**config.mk**
```make
export PLATFORM = sky130hd
export DESIGN_NAME = ptco_timer
export DESIGN_NICKNAME = d
export VERILOG_FILES = /design/src/ptco_pkg.sv /design/src/ptco_timer.sv
export VERILOG_INCLUDE_DIRS = /design/src /design/src/src
export SDC_FILE = /design/constraint.sdc
export NUM_CORES = 1
export LEC_CHECK = 0
export BUFFER_PORTS_ARGS = -buffer_cell sky130_fd_sc_hd__clkbuf_2
export CORE_ASPECT_RATIO = 1.2
export CORE_UTILIZATION = 27
export DETAILED_ROUTE_END_ITERATION = 16
export GPL_TIMING_DRIVEN = 0
export PLACE_DENSITY = 0.48
export SLEW_MARGIN = 5
export SYNTH_ARGS = -nofsm -noshare
export SYNTH_HDL_FRONTEND = slang
export SYNTH_SLANG_ARGS = --single-unit
export TNS_END_PERCENT = 30
```
**constraint.sdc**
```tcl
create_clock -name clock_i -period 4 [get_ports clock_i]
set_clock_uncertainty 0.2 [all_clocks]
set_input_delay 0.8 -clock clock_i [delete_from_list [all_inputs] [get_ports clock_i]]
set_output_delay 0.8 -clock clock_i [all_outputs]
set_load 0.05 [all_outputs]
```
**src/ptco_consts.svh**
```systemverilog
/*
  constants for the periodic timer with compare output: register byte
  addresses, field positions, reset values, mode and action codes and
  prescaler tap widths.
  assumes inclusion by bare name from the design file that needs them.
*/
`ifndef PTCO_CONSTS_SVH
`define PTCO_CONSTS_SVH

// ---------------------------------------------------------------------
// register byte addresses (one aligned 32-bit word each)
// ---------------------------------------------------------------------
`define PTCO_ADDR_CTRL_ZERO   8'h00
`define PTCO_ADDR_CTRL_ONE    8'h04
`define PTCO_ADDR_CNT_LO      8'h08
`define PTCO_ADDR_CNT_HI      8'h0c
`define PTCO_ADDR_CMPA_LO     8'h10
`define PTCO_ADDR_CMPA_HI     8'h14
`define PTCO_ADDR_PER_LO      8'h18
`define PTCO_ADDR_PER_HI      8'h1c
`define PTCO_ADDR_FLAGS       8'h20

// ---------------------------------------------------------------------
// field positions
// ---------------------------------------------------------------------
`define PTCO_C0_PAUSE         7
`define PTCO_C0_CLK_HI        6
`define PTCO_C0_CLK_LO        4
`define PTCO_C0_ENABLE        3
`define PTCO_C1_MODE_HI       7
`define PTCO_C1_MODE_LO       6
`define PTCO_C1_ACT_HI        5
`define PTCO_C1_ACT_LO        4
`define PTCO_C1_INIT          3
`define PTCO_C1_INV           2
`define PTCO_C1_CAPSRC        1
`define PTCO_C1_CLRSRC        0
`define PTCO_FL_A             0
`define PTCO_FL_P             1

// ---------------------------------------------------------------------
// reset values and codes
// ---------------------------------------------------------------------
`define PTCO_RST_BYTE         8'h00
`define PTCO_RST_CNT          10'h000
`define PTCO_CNT_MAX          10'h3ff
`define PTCO_MODE_CMP         2'h0
`define PTCO_MODE_CAP         2'h1
`define PTCO_MODE_PWM         2'h2
`define PTCO_MODE_TMR         2'h3
`define PTCO_ACT_00           2'h0
`define PTCO_ACT_01           2'h1
`define PTCO_ACT_10           2'h2
`define PTCO_ACT_11           2'h3
`define PTCO_RESP_OKAY        2'h0
`define PTCO_RESP_SLVERR      2'h2

// ---------------------------------------------------------------------
// counting clock taps (prescaler low-bit widths)
// ---------------------------------------------------------------------
`define PTCO_DIV4_BITS        2
`define PTCO_DIV16_BITS       4
`define PTCO_DIV64_BITS       6
`define PTCO_PRE_W            8

`endif

```
**src/ptco_pkg.sv**
```systemverilog
/*
  types shared by the periodic timer with compare output.
  assumes nothing of its surroundings.
*/
package ptco_pkg;
  typedef logic [9:0] ptco_cnt_t;   // 10-bit counter / compare value
  typedef logic [7:0] ptco_byte_t;  // one register byte
  typedef logic [1:0] ptco_code_t;  // mode or action code
endpackage

```
**src/ptco_timer.sv**
```systemverilog
/*
  periodic timer with compare output: 10-bit up counter, comparators
  a and p, capture, pwm / single pulse and complementary output pins,
  registers reached over axi4-lite.
  assumes one 25 mhz clock, synchronous active-low reset, pins from
  outside the clock domain and a master that keeps axi valid rules.
*/
// Notes on behaviour
// [RQ1] compare mode action: keep, low, high, toggle
// [RQ2] pwm mode action: inactive, active, pwm, pulse
// [RQ3] capture edge: rising, falling, both, none
// [RQ4] requested level equal initial: no pin change
// [RQ5] enable rising edge restores initial output level
// [RQ6] software changes pwm action only while off
// [RQ7] initial bit: pre-match level or active level
// [RQ8] invert bit inverts pin except timer mode; the code also holds the pin low, uninverted, in capture mode
// [RQ9] capture source: capture pin or clock pin
// [RQ10] clear on a match, or p/overflow
// [RQ11] overflow clears only when period zero
// [RQ12] clear source ignored in pwm, capture
// [RQ13] counter read only, high bits zero
// [RQ14] compare a read/write, resets to zero
// [RQ15] period read/write, resets to zero
// [RQ16] mode 00 selects compare match output
// [RQ17] clear source 0: both flags raised
// [RQ18] clear source 1: only a flag
// [RQ19] compare a zero: overflow, no a flag
// [RQ20] pin changes only on a flag matches
// [RQ21] mode codes: compare, capture, pwm, timer
// [RQ22] enable rise zeroes counter, fall holds it
// [RQ23] pause holds counter, release resumes it
// [RQ24] match when counter reaches compare value
// [RQ25] flags sticky until cleared, request lines
`timescale 1ns/1ps
`include "ptco_consts.svh"

module ptco_timer
  import ptco_pkg::*;
#(
  parameter int TBC_BITS = `PTCO_PRE_W  // tap for the time base clock
) (
  // clock and reset
  input  wire logic        clock_i,
  input  wire logic        resetn_i,
  // axi4-lite write address and data
  input  wire logic [7:0]  s_awaddr_i,
  input  wire logic        s_awvalid_i,
  output logic             s_awready_o,
  input  wire logic [31:0] s_wdata_i,
  input  wire logic [3:0]  s_wstrb_i,
  input  wire logic        s_wvalid_i,
  output logic             s_wready_o,
  // axi4-lite write response
  output logic [1:0]       s_bresp_o,
  output logic             s_bvalid_o,
  input  wire logic        s_bready_i,
  // axi4-lite read
  input  wire logic [7:0]  s_araddr_i,
  input  wire logic        s_arvalid_i,
  output logic             s_arready_o,
  output logic [31:0]      s_rdata_o,
  output logic [1:0]       s_rresp_o,
  output logic             s_rvalid_o,
  input  wire logic        s_rready_i,
  // pins
  input  wire logic        capture_input_pin_i,
  input  wire logic        external_clock_pin_i,
  output logic             timer_output_pin_o,
  output logic             timer_output_pin_inverted_o,
  // match request lines
  output logic             match_a_flag_o,
  output logic             match_p_flag_o
);

  // -------------------------------------------------------------------
  // state
  // -------------------------------------------------------------------
  logic                  aw_rdy_r, b_vld_r, ar_rdy_r, r_vld_r;
  logic [1:0]            b_resp_r, r_resp_r;
  logic [31:0]           r_data_r;
  ptco_byte_t            ctrl_one_r;   // timer_control_one
  logic                  pause_r;      // counter_pause
  logic [2:0]            clk_sel_r;    // counting clock select
  logic                  en_r;         // counter_enable
  logic                  en_prev_r;    // enable one cycle ago
  ptco_cnt_t             cnt_r;        // the counter
  ptco_cnt_t             cmp_a_r;      // compare_a_value
  ptco_cnt_t             per_r;        // period_value
  logic                  flag_a_r, flag_p_r;
  logic                  out_lvl_r;    // compare mode output level
  logic                  pin_r, pin_b_r;
  logic [`PTCO_PRE_W-1:0] pre_r;       // prescaler
  logic [2:0]            cap_sync_r;   // two sync flops plus history
  logic [2:0]            ext_sync_r;

  // -------------------------------------------------------------------
  // decoded fields and events
  // -------------------------------------------------------------------
  ptco_code_t mode, act;
  logic       init_lvl, inv, cap_src, clr_src;
  logic       wr_fire, rd_fire, wr_map, rd_map;
  logic       en_rise, tick, run;
  ptco_cnt_t  cnt_nxt;
  logic       a_hit, p_hit, a_clr, p_clr, cnt_clr;
  logic       a_set, p_set, cap_evt, cap_rise, cap_fall;
  logic       ext_rise, ext_fall, pwm_on, pwm_lvl, pin_nxt;
  logic       fl_clr_a, fl_clr_p;
  logic [7:0] wbyte;

  assign mode     = ctrl_one_r[`PTCO_C1_MODE_HI:`PTCO_C1_MODE_LO];
  assign act      = ctrl_one_r[`PTCO_C1_ACT_HI:`PTCO_C1_ACT_LO];
  assign init_lvl = ctrl_one_r[`PTCO_C1_INIT];
  assign inv      = ctrl_one_r[`PTCO_C1_INV];
  assign cap_src  = ctrl_one_r[`PTCO_C1_CAPSRC];
  assign clr_src  = ctrl_one_r[`PTCO_C1_CLRSRC];
  assign wbyte    = s_wdata_i[7:0];

  // -------------------------------------------------------------------
  // axi4-lite slave handshakes
  // -------------------------------------------------------------------
  // write taken in the cycle awready is high with both valids
  assign wr_fire = aw_rdy_r & s_awvalid_i & s_wvalid_i;
  assign rd_fire = ar_rdy_r & s_arvalid_i;

  // write address/data ready, one-cycle pulse, then response
  always_ff @(posedge clock_i) begin
    if (!resetn_i) begin
      aw_rdy_r <= 1'b0;
      b_vld_r  <= 1'b0;
      b_resp_r <= `PTCO_RESP_OKAY;
    end else begin
      aw_rdy_r <= s_awvalid_i & s_wvalid_i & ~aw_rdy_r & ~b_vld_r;
      if (wr_fire) begin
        b_vld_r  <= 1'b1;
        b_resp_r <= wr_map ? `PTCO_RESP_OKAY : `PTCO_RESP_SLVERR;
      end else if (s_bready_i) begin
        b_vld_r <= 1'b0;
      end
    end
  end

  // read address ready pulse, then data one cycle later
  always_ff @(posedge clock_i) begin
    if (!resetn_i) begin
      ar_rdy_r <= 1'b0;
      r_vld_r  <= 1'b0;
      r_resp_r <= `PTCO_RESP_OKAY;
      r_data_r <= 32'h0000_0000;
    end else begin
      ar_rdy_r <= s_arvalid_i & ~ar_rdy_r & ~r_vld_r;
      if (rd_fire) begin
        r_vld_r <= 1'b1;
        r_resp_r <= rd_map ? `PTCO_RESP_OKAY : `PTCO_RESP_SLVERR;
        // counter bytes read only, unused bits zero [RQ13]
        case (s_araddr_i)
          `PTCO_ADDR_CTRL_ZERO: r_data_r <= {24'h0, pause_r, clk_sel_r,
                                             en_r, 3'h0};
          `PTCO_ADDR_CTRL_ONE:  r_data_r <= {24'h0, ctrl_one_r};
          `PTCO_ADDR_CNT_LO:    r_data_r <= {24'h0, cnt_r[7:0]};
          `PTCO_ADDR_CNT_HI:    r_data_r <= {30'h0, cnt_r[9:8]};
          `PTCO_ADDR_CMPA_LO:   r_data_r <= {24'h0, cmp_a_r[7:0]};
          `PTCO_ADDR_CMPA_HI:   r_data_r <= {30'h0, cmp_a_r[9:8]};
          `PTCO_ADDR_PER_LO:    r_data_r <= {24'h0, per_r[7:0]};
          `PTCO_ADDR_PER_HI:    r_data_r <= {30'h0, per_r[9:8]};
          `PTCO_ADDR_FLAGS:     r_data_r <= {30'h0, flag_p_r, flag_a_r};
          default:              r_data_r <= 32'h0000_0000;
        endcase
      end else if (s_rready_i) begin
        r_vld_r <= 1'b0;
      end
    end
  end

  // address decode for the response code
  always_comb begin
    wr_map = 1'b1;
    rd_map = 1'b1;
    case (s_awaddr_i)
      `PTCO_ADDR_CTRL_ZERO, `PTCO_ADDR_CTRL_ONE, `PTCO_ADDR_CNT_LO,
      `PTCO_ADDR_CNT_HI, `PTCO_ADDR_CMPA_LO, `PTCO_ADDR_CMPA_HI,
      `PTCO_ADDR_PER_LO, `PTCO_ADDR_PER_HI, `PTCO_ADDR_FLAGS: ;
      default: wr_map = 1'b0;
    endcase
    case (s_araddr_i)
      `PTCO_ADDR_CTRL_ZERO, `PTCO_ADDR_CTRL_ONE, `PTCO_ADDR_CNT_LO,
      `PTCO_ADDR_CNT_HI, `PTCO_ADDR_CMPA_LO, `PTCO_ADDR_CMPA_HI,
      `PTCO_ADDR_PER_LO, `PTCO_ADDR_PER_HI, `PTCO_ADDR_FLAGS: ;
      default: rd_map = 1'b0;
    endcase
  end

  // -------------------------------------------------------------------
  // control registers
  // -------------------------------------------------------------------
  // control one byte: mode, action, initial, invert, sources
  always_ff @(posedge clock_i) begin
    if (!resetn_i) begin
      ctrl_one_r <= `PTCO_RST_BYTE;
    end else if (wr_fire && s_wstrb_i[0] &&
                 s_awaddr_i == `PTCO_ADDR_CTRL_ONE) begin
      ctrl_one_r <= wbyte;
    end
  end

  // control zero: pause, clock select, enable
  always_ff @(posedge clock_i) begin
    if (!resetn_i) begin
      pause_r   <= 1'b0;
      clk_sel_r <= 3'h0;
      en_r      <= 1'b0;
    end else if (wr_fire && s_wstrb_i[0] &&
                 s_awaddr_i == `PTCO_ADDR_CTRL_ZERO) begin
      pause_r   <= wbyte[`PTCO_C0_PAUSE];
      clk_sel_r <= wbyte[`PTCO_C0_CLK_HI:`PTCO_C0_CLK_LO];
      en_r      <= wbyte[`PTCO_C0_ENABLE];
    end else if (mode == `PTCO_MODE_PWM && act == `PTCO_ACT_11) begin
      // single pulse: a match ends it, clock pin rise starts it
      if (run && a_hit) begin
        en_r <= 1'b0;
      end else if (ext_rise) begin
        en_r <= 1'b1;
      end
    end
  end

  // enable history for edge detection
  always_ff @(posedge clock_i) begin
    if (!resetn_i) begin
      en_prev_r <= 1'b0;
    end else begin
      en_prev_r <= en_r;
    end
  end

  // compare a: software write, or capture latch (capture wins) [RQ14]
  always_ff @(posedge clock_i) begin
    if (!resetn_i) begin
      cmp_a_r <= `PTCO_RST_CNT;
    end else if (cap_evt) begin
      cmp_a_r <= cnt_r;
    end else if (wr_fire && s_wstrb_i[0]) begin
      if (s_awaddr_i == `PTCO_ADDR_CMPA_LO) begin
        cmp_a_r[7:0] <= wbyte;
      end else if (s_awaddr_i == `PTCO_ADDR_CMPA_HI) begin
        cmp_a_r[9:8] <= wbyte[1:0];
      end
    end
  end

  // period bytes [RQ15]
  always_ff @(posedge clock_i) begin
    if (!resetn_i) begin
      per_r <= `PTCO_RST_CNT;
    end else if (wr_fire && s_wstrb_i[0]) begin
      if (s_awaddr_i == `PTCO_ADDR_PER_LO) begin
        per_r[7:0] <= wbyte;
      end else if (s_awaddr_i == `PTCO_ADDR_PER_HI) begin
        per_r[9:8] <= wbyte[1:0];
      end
    end
  end

  // -------------------------------------------------------------------
  // pin synchronisers and counting clock
  // -------------------------------------------------------------------
  // two flops, then a third for edge history
  always_ff @(posedge clock_i) begin
    if (!resetn_i) begin
      cap_sync_r <= 3'h0;
      ext_sync_r <= 3'h0;
      pre_r      <= '0;
    end else begin
      cap_sync_r <= {cap_sync_r[1:0], capture_input_pin_i};
      ext_sync_r <= {ext_sync_r[1:0], external_clock_pin_i};
      pre_r      <= pre_r + 1'b1;
    end
  end

  assign ext_rise = ext_sync_r[1] & ~ext_sync_r[2];
  assign ext_fall = ~ext_sync_r[1] & ext_sync_r[2];

  // counting clock enable from the selected source
  always_comb begin
    case (clk_sel_r)
      3'h0:    tick = &pre_r[`PTCO_DIV4_BITS-1:0];
      3'h1:    tick = 1'b1;
      3'h2:    tick = &pre_r[`PTCO_DIV16_BITS-1:0];
      3'h3:    tick = &pre_r[`PTCO_DIV64_BITS-1:0];
      3'h4,
      3'h5:    tick = &pre_r[TBC_BITS-1:0];
      3'h6:    tick = ext_rise;
      default: tick = ext_fall;
    endcase
  end

  // -------------------------------------------------------------------
  // comparators and counter
  // -------------------------------------------------------------------
  assign en_rise = en_r & ~en_prev_r;
  assign run     = en_r & ~pause_r & tick;  // pause holds [RQ23]
  assign cnt_nxt = cnt_r + 10'h001;
  // match when the count reaches the value; period 0 is overflow
  assign a_hit   = (cnt_nxt == cmp_a_r) && (cmp_a_r != 10'h000); // [RQ24]
  assign p_hit   = (cnt_nxt == per_r);    // zero only on wrap [RQ11]

  // per-mode clear and flag selection [RQ21]
  always_comb begin
    a_clr = 1'b0;
    p_clr = 1'b0;
    a_set = 1'b0;
    p_set = 1'b0;
    case (mode)
      `PTCO_MODE_CMP, `PTCO_MODE_TMR: begin  // [RQ16]
        a_clr = clr_src;                     // [RQ10]
        p_clr = ~clr_src;
        a_set = run & a_hit;                 // [RQ19]
        p_set = run & p_hit & ~clr_src;      // [RQ17] [RQ18]
      end
      `PTCO_MODE_CAP: begin                  // clear source ignored [RQ12]
        p_clr = 1'b1;
        a_set = cap_evt;
        p_set = run & p_hit;
      end
      `PTCO_MODE_PWM: begin
        p_clr = (act != `PTCO_ACT_11);
        a_set = run & a_hit;
        p_set = run & p_hit & (act != `PTCO_ACT_11);
      end
      default: ;
    endcase
  end
  assign cnt_clr = (a_clr & a_hit) | (p_clr & p_hit);

  // counter: zero on enable rise, hold when off [RQ22]
  always_ff @(posedge clock_i) begin
    if (!resetn_i) begin
      cnt_r <= `PTCO_RST_CNT;
    end else if (en_rise) begin
      cnt_r <= `PTCO_RST_CNT;
    end else if (run) begin
      cnt_r <= cnt_clr ? `PTCO_RST_CNT : cnt_nxt;
    end
  end

  // -------------------------------------------------------------------
  // capture
  // -------------------------------------------------------------------
  // source pin select [RQ9]
  assign cap_rise = cap_src ? ext_rise
                            : (cap_sync_r[1] & ~cap_sync_r[2]);
  assign cap_fall = cap_src ? ext_fall
                            : (~cap_sync_r[1] & cap_sync_r[2]);

  // edge select, 11 disables capture [RQ3]
  always_comb begin
    cap_evt = 1'b0;
    if (mode == `PTCO_MODE_CAP && en_r) begin
      case (act)
        `PTCO_ACT_00: cap_evt = cap_rise;
        `PTCO_ACT_01: cap_evt = cap_fall;
        `PTCO_ACT_10: cap_evt = cap_rise | cap_fall;
        default:      cap_evt = 1'b0;
      endcase
    end
  end

  // -------------------------------------------------------------------
  // match flags: sticky, write one to clear, set wins [RQ25]
  // -------------------------------------------------------------------
  assign fl_clr_a = wr_fire & s_wstrb_i[0] &
                    (s_awaddr_i == `PTCO_ADDR_FLAGS) & wbyte[`PTCO_FL_A];
  assign fl_clr_p = wr_fire & s_wstrb_i[0] &
                    (s_awaddr_i == `PTCO_ADDR_FLAGS) & wbyte[`PTCO_FL_P];

  always_ff @(posedge clock_i) begin
    if (!resetn_i) begin
      flag_a_r <= 1'b0;
      flag_p_r <= 1'b0;
    end else begin
      flag_a_r <= a_set | (flag_a_r & ~fl_clr_a);
      flag_p_r <= p_set | (flag_p_r & ~fl_clr_p);
    end
  end

  // -------------------------------------------------------------------
  // output generation
  // -------------------------------------------------------------------
  // compare mode level: initial on enable rise, action on a match
  always_ff @(posedge clock_i) begin
    if (!resetn_i) begin
      out_lvl_r <= 1'b0;
    end else if (en_rise) begin
      out_lvl_r <= init_lvl;                // [RQ5] [RQ7]
    end else if (mode == `PTCO_MODE_CMP && a_set) begin  // [RQ20]
      case (act)                            // [RQ1] [RQ4]
        `PTCO_ACT_01: out_lvl_r <= 1'b0;
        `PTCO_ACT_10: out_lvl_r <= 1'b1;
        `PTCO_ACT_11: out_lvl_r <= ~out_lvl_r;
        default:      out_lvl_r <= out_lvl_r;
      endcase
    end
  end

  // pwm / single pulse level; initial bit is the active level
  assign pwm_on = (cmp_a_r >= per_r && per_r != 10'h000) ||
                  (cnt_r < cmp_a_r);
  always_comb begin
    case (act)                              // [RQ2] [RQ6]
      `PTCO_ACT_00: pwm_lvl = ~init_lvl;
      `PTCO_ACT_01: pwm_lvl = init_lvl;
      `PTCO_ACT_10: pwm_lvl = pwm_on ? init_lvl : ~init_lvl;
      default:      pwm_lvl = en_r ? init_lvl : ~init_lvl;
    endcase
  end

  // pin level; timer and capture modes hold the pin low, inverted pin high [RQ8]
  always_comb begin
    case (mode)
      `PTCO_MODE_CMP: pin_nxt = out_lvl_r ^ inv;
      `PTCO_MODE_PWM: pin_nxt = pwm_lvl ^ inv;
      default:        pin_nxt = 1'b0;
    endcase
  end

  // registered complementary pins
  always_ff @(posedge clock_i) begin
    if (!resetn_i) begin
      pin_r   <= 1'b0;
      pin_b_r <= 1'b1;
    end else begin
      pin_r   <= pin_nxt;
      pin_b_r <= ~pin_nxt;
    end
  end

  // -------------------------------------------------------------------
  // outputs
  // -------------------------------------------------------------------
  assign s_awready_o = aw_rdy_r;
  assign s_wready_o  = aw_rdy_r;
  assign s_bvalid_o  = b_vld_r;
  assign s_bresp_o   = b_resp_r;
  assign s_arready_o = ar_rdy_r;
  assign s_rvalid_o  = r_vld_r;
  assign s_rresp_o   = r_resp_r;
  assign s_rdata_o   = r_data_r;
  assign timer_output_pin_o          = pin_r;
  assign timer_output_pin_inverted_o = pin_b_r;
  assign match_a_flag_o = flag_a_r;
  assign match_p_flag_o = flag_p_r;
endmodule

```
==> results of run 1 <==
-- cells in the mapped netlist, types with 3 or more instances --
master                      number  area share (%)
sky130_fd_sc_hd__or4_1           4            0.56
sky130_fd_sc_hd__buf_4          29             4.0
sky130_fd_sc_hd__nand3b_1        4            0.56
sky130_fd_sc_hd__a211oi_1        9             1.3
sky130_fd_sc_hd__inv_1          34             2.4
sky130_fd_sc_hd__o21ai_1        10            0.93
sky130_fd_sc_hd__ha_1           29             6.7
sky130_fd_sc_hd__clkbuf_1       26             1.8
sky130_fd_sc_hd__nand4_1         6            0.70
sky130_fd_sc_hd__nor2_1         26             1.8
sky130_fd_sc_hd__o2111ai_1       4            0.65
sky130_fd_sc_hd__nor3b_1         4            0.56
sky130_fd_sc_hd__a22o_1          4            0.65
sky130_fd_sc_hd__nor3_1         11             1.0
sky130_fd_sc_hd__nor2b_1        29             3.4
sky130_fd_sc_hd__o211ai_1        9             1.3
sky130_fd_sc_hd__xor2_1         11             1.8
sky130_fd_sc_hd__a21oi_1        16             1.5
sky130_fd_sc_hd__dfxtp_1        77              29
sky130_fd_sc_hd__a21boi_0        5            0.70
sky130_fd_sc_hd__a221oi_1        3            0.49
sky130_fd_sc_hd__a21boi_1        3            0.42
sky130_fd_sc_hd__nand2_1        59             4.1
sky130_fd_sc_hd__mux2i_1        35             6.5
sky130_fd_sc_hd__and3_1         11             1.3
sky130_fd_sc_hd__buf_2           5            0.46
sky130_fd_sc_hd__nand4_2         3            0.70
sky130_fd_sc_hd__nand3_1        24             2.2
sky130_fd_sc_hd__a32oi_1         5            0.81
sky130_fd_sc_hd__and2_1         29             3.4
sky130_fd_sc_hd__nor4_1          7            0.81
sky130_fd_sc_hd__nand4b_1        3            0.49
sky130_fd_sc_hd__o21a_1          3            0.42
sky130_fd_sc_hd__xnor2_1        19             3.1
sky130_fd_sc_hd__a21o_1          3            0.42
sky130_fd_sc_hd__or3_1           5            0.58
sky130_fd_sc_hd__o211a_1        10             1.9
sky130_fd_sc_hd__nand2b_1       12             1.4
sky130_fd_sc_hd__o21ai_0        34             3.2
-- sequential cells by signal, indices dropped and copies added, names as in the netlist, 3 cells and up --
name        count
cmp_a_r        10
cnt_r          10
per_r          10
ctrl_one_r      8
pre_r           8
s_rdata_o       8
cap_sync_r      3
clk_sel_r       3
ext_sync_r      3
-- kinds of logic after synthesis --
| kind of cell | count (synthesis) | share of synthesized area [%] |
|---|---|---|
| compound gates | 137 | 18.1 |
| xor+xnor | 30 | 4.87 |
| fa+ha+maj | 29 | 6.73 |
| buf+inv | 96 | 8.95 |
| flops | 77 | 28.6 |
| mux | 37 | 7.40 |
| other cells | 1 | 0.0695 |
| simple gates | 247 | 25.3 |
-- layer usage --
layer | share of wire [%] | GRT usage [%]
met1 | 42 | 20.6
met5 | 0 | 0
met3 | 3.5 | 2.60
met4 | 2.1 | 7.22
met2 | 52 | 31.3
-- how the worst min path moves through the flow --
stage,from,endpoint,slack [ns],cells after the start
global route,cap_sync_r[0],cap_sync_r[1],0.26,1
detailed placement,s_bvalid_o,s_awready_o,0.23,1
finish,s_bvalid_o,s_awready_o,0.23,1
floorplan,cap_sync_r[0],cap_sync_r[1],0.21,1
global placement,ext_sync_r[0],ext_sync_r[1],0.23,1
CTS,s_bvalid_o,s_awready_o,0.24,1
-- critical path, delay by kind of cell (launching register included) --
kind | cells | cell delay, ns
xor+xnor | 1 | 0.22
compound gates | 3 | 0.68
simple gates | 3 | 0.98
flops | 1 | 0.64
buf+inv | 1 | 0.21
fa+ha+maj | 1 | 0.23
-- where the power goes --
group          switching, uW  internal, uW
logic                    115          51.3
clock network            352           441
registers               4.58           774
total                    472          1270
-- layout make-up --
type / instances / area (um2)
clock inverter: 6 / 47.5
timing repair buffer: 50 / 250
tap: 261 / 327
clock buffer: 10 / 239
multi-input combinational: 506 / 3460
sequential: 77 / 1540
inverter: 35 / 131
fill: 2097 / 13200
buffer: 61 / 352
-- through the flow --
step / std cells / cell area (um2) / total power [uW] / setup WS (ns) / hold slack [ns]
after floorplan: 679 / 5490 / 920 / 1.44 / 0.212
after global placement: 990 / 6060 / 963 / 0.748 / 0.233
after detailed placement: 990 / 6060 / 963 / 0.760 / 0.230
after CTS: 1006 / 6350 / 1760 / 0.735 / 0.242
after global routing: 1006 / 6350 / 1810 / 0.501 / 0.261
final: 1006 / 6350 / 1740 / 0.670 / 0.235
==> qor_table.md, run 1 <==
| Step | Quantity | Value |
|:---|:---|:---|
| outcome | Status | finished, final reports clean |
| timing | RSZ-0062 raised after global routing | no |
| floorplanning | Standard cell core area | 0.0195 mm2 |
| yosys | Mean Syn Cell Area | 8.25 um2 |
| cells and area | Area grow syn2layout | 17.7% |
| yosys | Part of the Yosys area used for sequential elements | 28.6% |
| floorplanning | Die Span X | 131 um |
| timing | Highest clock rate | 300 MHz |
| grt | Total track usage | 17.5% |
| cts | Total number of clock tree sinks | 77 |
| yosys | Unique masters post-synth | 68 |
| placement | Detailed placement HPWL | 13200 um |
| cells and area | Share of cells above drive strength 1 | 15.4% |
| setup path | Worst Setup SP | cnt_r[1] |
| cts | Largest buffer count on any clock path | 2 |
| floorplanning | Die Outline Area | 0.0205 mm2 |
| floorplanning | Initial Utilization | 27.6% |
| detailed routing | Vias after detailed routing | 4851 |
| flow run | Number of maximum-capacitance constraint violations | 0 |
| timing | Final setup violating endpoints | 0 |
| setup path | RR Endpoint | cnt_r[7] |
| setup path | Setup slack on the worst flop-to-flop path | 0.67 ns |
| setup path | Max incr delay on CP | 0.64 ns |
| grt | Gr ovfl total | 0 |
| placement | Gpl congestion | 0.856 |
| grt | Number of global-route vias before repair | 4575 |
| setup path | Most repeated library cell on the critical path | sky130_fd_sc_hd__a211oi_1 |
| setup path | Nature of the critical path startpoint | flop |
| cts | TritonCTS clock tree | built |
| setup path | Crit. End Element | flop |
| cts | Max H-tree Level | 3 |
| cells and area | Most common cell after layout, fill and taps aside | sky130_fd_sc_hd__dfxtp_1 |
| timing | Count of endpoints failing hold in the final timing report | 0 |
| detailed routing | Mean number of vias per cell | 4.82 |
| timing | Slew @ Worst Pin | 0.930 ns |
| placement | Quantity of I/O buffers inserted on ports | 50 |
| detailed routing | Number of nets with antenna violations after detailed routing | 0 |
| yosys | Dominant register cell in the synthesized netlist | sky130_fd_sc_hd__dfxtp_1 |
| floorplanning | Standard-cell rows | 56 |
| cts | Latest clock arrival within the worst-skew pair | 0.35 ns |
| cts | Post-CTS Hold Buffers | 0 |
| power | Power per standard cell area | 274 mW/mm2 |
| timing | Min Tclk post-route | 3.33 ns |
| setup path | Depth of the worst register-to-register path | 9 |
| setup path | Category of the most critical setup path | flop to flop |
| cells and area | # diodes | 0 |
| floorplanning | IO Count | 106 |
| setup path | Arrival time at the worst endpoint | 3.32 ns |
| grt | Initial antenna violation count | 0 |
| yosys | Post-Synthesis Cells | 654 |
| yosys | Proportion of register bits with asynchronous set or reset after synthesis | 0% |
| setup path | Startpoint of the lowest-slack register-to-register path | cnt_r[1] |
| timing | Setup Total Neg Slack | 0 ns |
| min path | Worst hold-check path type | flop to flop |
| detailed routing | Final wirelength | 17100 um |
| detailed routing | DR WL/cell | 17.0 um |
| cts | Resize count post-CTS | 0 |
| power | Worst IR Drop VDD | 204 uV |
| yosys | Total standard cell area after synthesis | 0.00539 mm2 |
| yosys | Warnings from Yosys | 0 |
| cts | Number of buffers created by CTS | 9 |
| detailed routing | Detailed Route Iter0 Violations | 303 |
| setup path | Worst Setup EP | cnt_r[7] |
| power | Leak | 0.00263 uW |
| setup path | Critical-path cell with the highest stage delay | sky130_fd_sc_hd__dfxtp_1 |
| timing | Max-Slew Margin vs Limit | 37.6% |
| detailed routing | Number of design rule violations left after detail routing | 0 |
| cells and area | Commonest cells after routing, fill and taps aside | sky130_fd_sc_hd__dfxtp_1 (77), sky130_fd_sc_hd__nand2_1 (59), sky130_fd_sc_hd__clkbuf_2 (50) |
| setup path | CP Cell Sequence | ha_1 -> buf_2 -> nand3_1 -> xnor2_1 -> o32a_1 -> a211oi_1 -> nand4b_1 -> nand2_2 -> a211oi_1 |
| timing | Final Max Tran Viols | 0 |
| grt | Largest net degree at the start of global routing | 15 |
| setup path | Max Fanout on Critical Path | 10 |
| yosys | Post-synthesis register bit count | 77 |
| cells and area | # nets final | 830 |
| setup path | Data required, critical path | 3.99 ns |
| cts | Number of post-CTS setup repair buffers | 0 |
| cts | Reg clk slew, reported paths | 0.07 ns |
| cts | Clock root buffer master | sky130_fd_sc_hd__clkbuf_16 |
| yosys | EDFF count, synth | 0 |
| floorplanning | Die Span Y | 157 um |
| detailed routing | TritonRoute pass-1 iters | 4 |
| grt | First-pass GRT wire length | 26200 um |
| timing | Portion of the clock cycle consumed by the worst path in the final layout | 83.3% |
| cells and area | Final core utilization | 32.5% |
Power figures use the tool's default switching activity.
==> run 2: changes to the inputs <==
clock period = 3.2 ns   (was 4 ns; I/O delays follow)
==> run 2 against run 1 <==
Against the previous run: largest cell class unchanged; routed wire length up 0.11%; die area unchanged; via count up 0.39%.
==> qor_table.md, run 2 (synthesized netlist as in run 1, its figures left out) <==
| Step | Quantity | Value |
|:---|:---|:---|
| floorplanning | Initial Utilization | 27.6% |
| cts | Latest clock arrival within the worst-skew pair | 0.35 ns |
| grt | Initial antenna violation count | 0 |
| min path | Worst hold-check path type | flop to flop |
| setup path | Data required, critical path | 3.23 ns |
| detailed routing | Number of design rule violations left after detail routing | 0 |
| grt | First-pass GRT wire length | 26200 um |
| placement | Gpl congestion | 0.856 |
| grt | Largest net degree at the start of global routing | 15 |
| flow run | Number of maximum-capacitance constraint violations | 0 |
| setup path | Category of the most critical setup path | flop to flop |
| timing | RSZ-0062 raised after global routing | no |
| grt | Gr ovfl total | 0 |
| cts | TritonCTS clock tree | built |
| floorplanning | Standard cell core area | 0.0195 mm2 |
| cells and area | Area grow syn2layout | 18.1% |
| detailed routing | Vias after detailed routing | 4870 |
| detailed routing | Detailed Route Iter0 Violations | 272 |
| timing | Min Tclk post-route | 3.04 ns |
| grt | Total track usage | 17.5% |
| power | Worst IR Drop VDD | 254 uV |
| grt | Number of global-route vias before repair | 4572 |
| timing | Final Max Tran Viols | 0 |
| cts | Number of buffers created by CTS | 9 |
| detailed routing | DR WL/cell | 17.0 um |
| detailed routing | Final wirelength | 17100 um |
| setup path | Arrival time at the worst endpoint | 3.07 ns |
| cells and area | FF+latch area | 0.00154 mm2 |
| cts | Reg clk slew, reported paths | 0.06 ns |
| cells and area | # diodes | 0 |
| power | Reported net switching power | 590 uW |
| placement | Detailed placement HPWL | 13200 um |
| cells and area | Commonest cells after routing, fill and taps aside | sky130_fd_sc_hd__dfxtp_1 (76), sky130_fd_sc_hd__nand2_1 (59), sky130_fd_sc_hd__clkbuf_2 (51) |
| floorplanning | IO Count | 106 |
| cells and area | Area of combinational cells with multiple inputs | 0.00347 mm2 |
| detailed routing | Mean number of vias per cell | 4.84 |
| floorplanning | Die Span X | 131 um |
| cells and area | Largest regs | cmp_a_r: 10 flops, cnt_r: 10 flops, per_r: 10 flops |
| setup path | Critical-path cell with the highest stage delay | sky130_fd_sc_hd__dfxtp_2 |
| power | Total internal power | 1580 uW |
| setup path | Crit. End Element | flop |
| setup path | Max incr delay on CP | 0.49 ns |
| cells and area | Share of cells above drive strength 1 | 16.0% |
| cells and area | # nets final | 831 |
| cells and area | Final core utilization | 32.6% |
| timing | Max-Slew Margin vs Limit | 38.3% |
| detailed routing | TritonRoute pass-1 iters | 4 |
| cells and area | # fillers | 2094 |
| power | Leak | 0.00264 uW |
| cts | Max H-tree Level | 3 |
| setup path | CP Cell Sequence | ha_1 -> buf_2 -> nand3_1 -> xor2_1 -> o2111ai_1 -> a2111oi_4 -> nand4_2 -> a32oi_1 -> o21ai_1 |
| power | Power share of the combinational group | 9.6% |
| setup path | Nature of the critical path startpoint | flop |
| placement | Quantity of I/O buffers inserted on ports | 50 |
| timing | Portion of the clock cycle consumed by the worst path in the final layout | 95.1% |
| cts | Total number of clock tree sinks | 77 |
| timing | Slew @ Worst Pin | 0.920 ns |
| placement | Placed Instances | 990 |
| detailed routing | Number of nets with antenna violations after detailed routing | 0 |
| timing | Highest clock rate | 329 MHz |
| timing | Final setup violating endpoints | 0 |
| power | Power per standard cell area | 341 mW/mm2 |
| floorplanning | Standard-cell rows | 56 |
| timing | Final Hold Slack | 0.235 ns |
| cts | Clock root buffer master | sky130_fd_sc_hd__clkbuf_16 |
| outcome | Status | finished, final reports clean |
| floorplanning | Die Outline Area | 0.0205 mm2 |
| power | Fraction of power spent switching nets | 27.2% |
| power | Overall power of the completed layout | 2170 uW |
| floorplanning | Die Span Y | 157 um |
| timing | Count of endpoints failing hold in the final timing report | 0 |
| setup path | Max Fanout on Critical Path | 9 |
| cells and area | Most common cell after layout, fill and taps aside | sky130_fd_sc_hd__dfxtp_1 |
| cells and area | Fin cells | 1007 |
| power | Clock share of power | 45.6% |
| cts | Largest buffer count on any clock path | 2 |
| power | Fraction of power consumed by sequential logic | 44.8% |
==> run 2: cell types whose count changed in the layout (fill, tap and decap cells not counted) <==
cell and change:
sky130_fd_sc_hd__dfxtp_2 +1, sky130_fd_sc_hd__nand2_2 -1, sky130_fd_sc_hd__dfxtp_1 -1, sky130_fd_sc_hd__buf_4 +1, sky130_fd_sc_hd__a221oi_1 -1, sky130_fd_sc_hd__clkbuf_2 +1
sky130_fd_sc_hd__a221oi_2 +1, sky130_fd_sc_hd__clkbuf_1 -1, sky130_fd_sc_hd__nand2_4 +1
==> run 2: worst paths after layout <==
path	startpoint	endpoint	slack (ns)	depth (start not counted)
worst min register to register	s_bvalid_o	s_awready_o	0.23	1
worst min-delay path	s_bvalid_o	s_awready_o	0.23	1
worst max-delay path	cnt_r[1]	cnt_r[9]	0.16	9
worst max register to register	cnt_r[1]	cnt_r[9]	0.16	9
==> run 2: metal layers <==
layer	routed length, um	track usage [%]	up-vias
li1	-	-	2445
met1	7210	20.6	2306
met2	8940	31.3	98
met3	575	2.60	21
met4	416	7.22	0
met5	0	0	-
==> run 2: metrics by stage <==
stage	worst slack, ns	setup TNS, ns	cell area [um2]
CTS	0.109	0	6360
global placement	-0.0519	-0.225	6060
floorplan	0.659	0	5490
detailed placement	-0.0403	-0.0767	6060
global route	0.0165	0	6370
finish	0.157	0	6370
==> run 2: critical path: cells and delay by family (launching register included) <==
kind,cells,cell delay [ns]
AND/OR/NAND/NOR,2,0.59
buffers and inverters,1,0.20
flip-flops,1,0.49
AO/OA/AOI/OAI,4,1.02
adder cells (fa/ha/maj),1,0.19
XOR/XNOR,1,0.23
==> run 2: layout make-up <==
type | instances | share of cell area (%)
buffer | 61 | 5.54
timing repair buffer | 51 | 4.04
inverter | 35 | 2.06
clock inverter | 6 | 0.746
sequential | 77 | 24.2
multi-input combinational | 506 | 54.5
clock buffer | 10 | 3.75
tap | 261 | 5.12
==> run 2: power groups by stage <==
stage | clock [uW] | sequential [uW] | combinational, uW
3_3_place_gp | 0 | 995 | 209
6_report | 992 | 973 | 209
4_1_cts | 1010 | 973 | 209
2_1_floorplan | 0 | 1000 | 146
5_1_grt | 1060 | 974 | 225
3_5_place_dp | 0 | 995 | 209
==> run 2: repair_timing <==
action                     in CTS  in global routing
setup endpoints to repair       5                 11
gates resized for setup         2                  3
buffers inserted                0                  1
hold buffers                    0                  0
pin swaps                       0                  1
==> run 3: changes to the inputs <==
RECOVER_POWER = 100   (was not set)
==> run 3 against run 2 <==
Against the previous run: total power about the same; worst hold slack barely moved; cell area is 0.39% lower; sequential cell count is the same; sequential share of layout area rose by 0.095 points; die area is the same.
==> qor_table.md, run 3 (synthesized netlist as in run 1, its figures left out) <==
| Step | Quantity | Value |
|:---|:---|:---|
| placement | Detailed placement HPWL | 13200 um |
| power | Overall power of the completed layout | 2170 uW |
| floorplanning | Die Outline Area | 0.0205 mm2 |
| timing | Count of endpoints failing hold in the final timing report | 0 |
| detailed routing | Detailed Route Iter0 Violations | 317 |
| cells and area | Most common cell after layout, fill and taps aside | sky130_fd_sc_hd__dfxtp_1 |
| grt | Number of global-route vias before repair | 4572 |
| timing | Slew @ Worst Pin | 0.929 ns |
| cells and area | Area grow syn2layout | 17.7% |
| cells and area | Final core utilization | 32.5% |
| detailed routing | Number of design rule violations left after detail routing | 0 |
| flow run | Number of maximum-capacitance constraint violations | 0 |
| setup path | Arrival time at the worst endpoint | 3.07 ns |
| cts | Largest buffer count on any clock path | 2 |
| timing | Min Tclk post-route | 3.04 ns |
| power | Leak | 0.00256 uW |
| placement | Placed Instances | 990 |
| grt | Total track usage | 17.5% |
| cells and area | Fin cells | 1007 |
| cells and area | # diodes | 0 |
| detailed routing | Number of nets with antenna violations after detailed routing | 0 |
| timing | Worst setup margin | 0.156 ns |
| timing | RSZ-0062 raised after global routing | no |
| cells and area | Commonest cells after routing, fill and taps aside | sky130_fd_sc_hd__dfxtp_1 (76), sky130_fd_sc_hd__nand2_1 (59), sky130_fd_sc_hd__clkbuf_1 (45) |
| cells and area | # fillers | 2107 |
| cts | Max H-tree Level | 3 |
| cts | Total number of clock tree sinks | 77 |
| floorplanning | Standard-cell rows | 56 |
| min path | Worst hold-check path type | flop to flop |
| cells and area | Area of combinational cells with multiple inputs | 0.00347 mm2 |
| detailed routing | TritonRoute pass-1 iters | 4 |
| grt | Gr ovfl total | 0 |
| power | Power per standard cell area | 342 mW/mm2 |
| placement | Worst slack after detailed placement | -0.0403 ns |
| cts | Latest clock arrival within the worst-skew pair | 0.35 ns |
| cells and area | FF+latch area | 0.00154 mm2 |
| floorplanning | Die Span X | 131 um |
| cts | Reg clk slew, reported paths | 0.06 ns |
| detailed routing | Mean number of vias per cell | 4.84 |
| cells and area | # nets final | 831 |
| setup path | Crit. End Element | flop |
| floorplanning | Standard cell core area | 0.0195 mm2 |
| power | Worst IR Drop VDD | 253 uV |
| detailed routing | Vias after detailed routing | 4871 |
| cells and area | Share of cells above drive strength 1 | 13.1% |
| setup path | Category of the most critical setup path | flop to flop |
| detailed routing | DR WL/cell | 17.1 um |
| timing | Final setup violating endpoints | 0 |
| timing | Highest clock rate | 329 MHz |
| cts | TritonCTS clock tree | built |
| grt | Largest net degree at the start of global routing | 15 |
| floorplanning | Die Span Y | 157 um |
| cts | Clock root buffer master | sky130_fd_sc_hd__clkbuf_16 |
| cts | Number of buffers created by CTS | 9 |
| detailed routing | Final wirelength | 17200 um |
| timing | Max-Slew Margin vs Limit | 37.7% |
| setup path | Nature of the critical path startpoint | flop |
| floorplanning | IO Count | 106 |
| setup path | Max Fanout on Critical Path | 9 |
| floorplanning | Initial Utilization | 27.6% |
| cells and area | Largest regs | cmp_a_r: 10 flops, cnt_r: 10 flops, per_r: 10 flops |
| placement | Quantity of I/O buffers inserted on ports | 50 |
| placement | Gpl congestion | 0.856 |
| grt | First-pass GRT wire length | 26200 um |
| outcome | Status | finished, final reports clean |
| timing | Portion of the clock cycle consumed by the worst path in the final layout | 95.1% |
| setup path | Data required, critical path | 3.23 ns |
| cts | Post-CTS Hold Buffers | 0 |
| grt | Initial antenna violation count | 0 |
| timing | Final Max Tran Viols | 0 |
[run 3: changes by cell type in the layout (fill, tap and decap cells not counted)]
cell | before | now
sky130_fd_sc_hd__and4bb_1 | 0 | 1
sky130_fd_sc_hd__clkbuf_1 | 25 | 45
sky130_fd_sc_hd__clkbuf_2 | 51 | 31
sky130_fd_sc_hd__and4bb_2 | 1 | 0
sky130_fd_sc_hd__and2_0 | 0 | 13
sky130_fd_sc_hd__o21ai_0 | 34 | 37
sky130_fd_sc_hd__and2_1 | 29 | 16
sky130_fd_sc_hd__o21ai_1 | 10 | 7
[run 3: critical path: stages (launching register included)]
cell	delay, ns
sky130_fd_sc_hd__dfxtp_2	0.49
sky130_fd_sc_hd__ha_1	0.19
sky130_fd_sc_hd__buf_2	0.21
sky130_fd_sc_hd__nand3_1	0.30
sky130_fd_sc_hd__xor2_1	0.22
sky130_fd_sc_hd__o2111ai_1	0.17
sky130_fd_sc_hd__a2111oi_4	0.47
sky130_fd_sc_hd__nand4_2	0.28
sky130_fd_sc_hd__a32oi_1	0.29
sky130_fd_sc_hd__o21ai_1	0.09
[run 3: timing repair]
item,CTS,global route
setup buffers,0,1
pin swaps,0,1
gates resized for setup,2,3
endpoints found under the setup margin,5,11
[run 3: cell type report]
| cell class | count | share of cell area (%) |
|---|---|---|
| Buffer | 61 | 5.56 |
| Clock buffer | 10 | 3.77 |
| Clock inverter | 6 | 0.749 |
| Inverter | 35 | 2.07 |
| Multi-Input combinational cell | 506 | 54.7 |
| Sequential cell | 77 | 24.3 |
| Tap cell | 261 | 5.14 |
| Timing Repair Buffer | 51 | 3.67 |
[run 3: metal layers]
metal / track usage (%) / wire (um) / part of all wire [%]
met1: 20.6 / 7240 / 42
met2: 31.3 / 8880 / 52
met3: 2.60 / 628 / 3.7
met4: 7.22 / 439 / 2.6
met5: 0 / 0 / 0
[run 3: power breakdown]
part / leakage, uW / internal (uW) / total (uW) / switching [uW]
sequential: 0.000623 / 967 / 973 / 5.76
combinational: 0.00180 / 63.0 / 208 / 145
clock: 0.000139 / 552 / 993 / 441
total: 0.00256 / 1580 / 2170 / 591
[run 3: worst paths after layout]
path         slack (ns)  cells past startpoint          end       start
min reg2reg        0.23                      1  s_awready_o  s_bvalid_o
min                0.23                      1  s_awready_o  s_bvalid_o
max reg2reg        0.16                      9     cnt_r[9]    cnt_r[1]
max                0.16                      9     cnt_r[9]    cnt_r[1]
[run 3: through the flow]
stage                     hold slack [ns]  setup TNS, ns  cell area [um2]
after global placement              0.233         -0.225             6060
after CTS                           0.242              0             6360
after detailed placement            0.230        -0.0767             6060
final                               0.234              0             6350
after floorplan                     0.212              0             5490
after global routing                0.261              0             6350
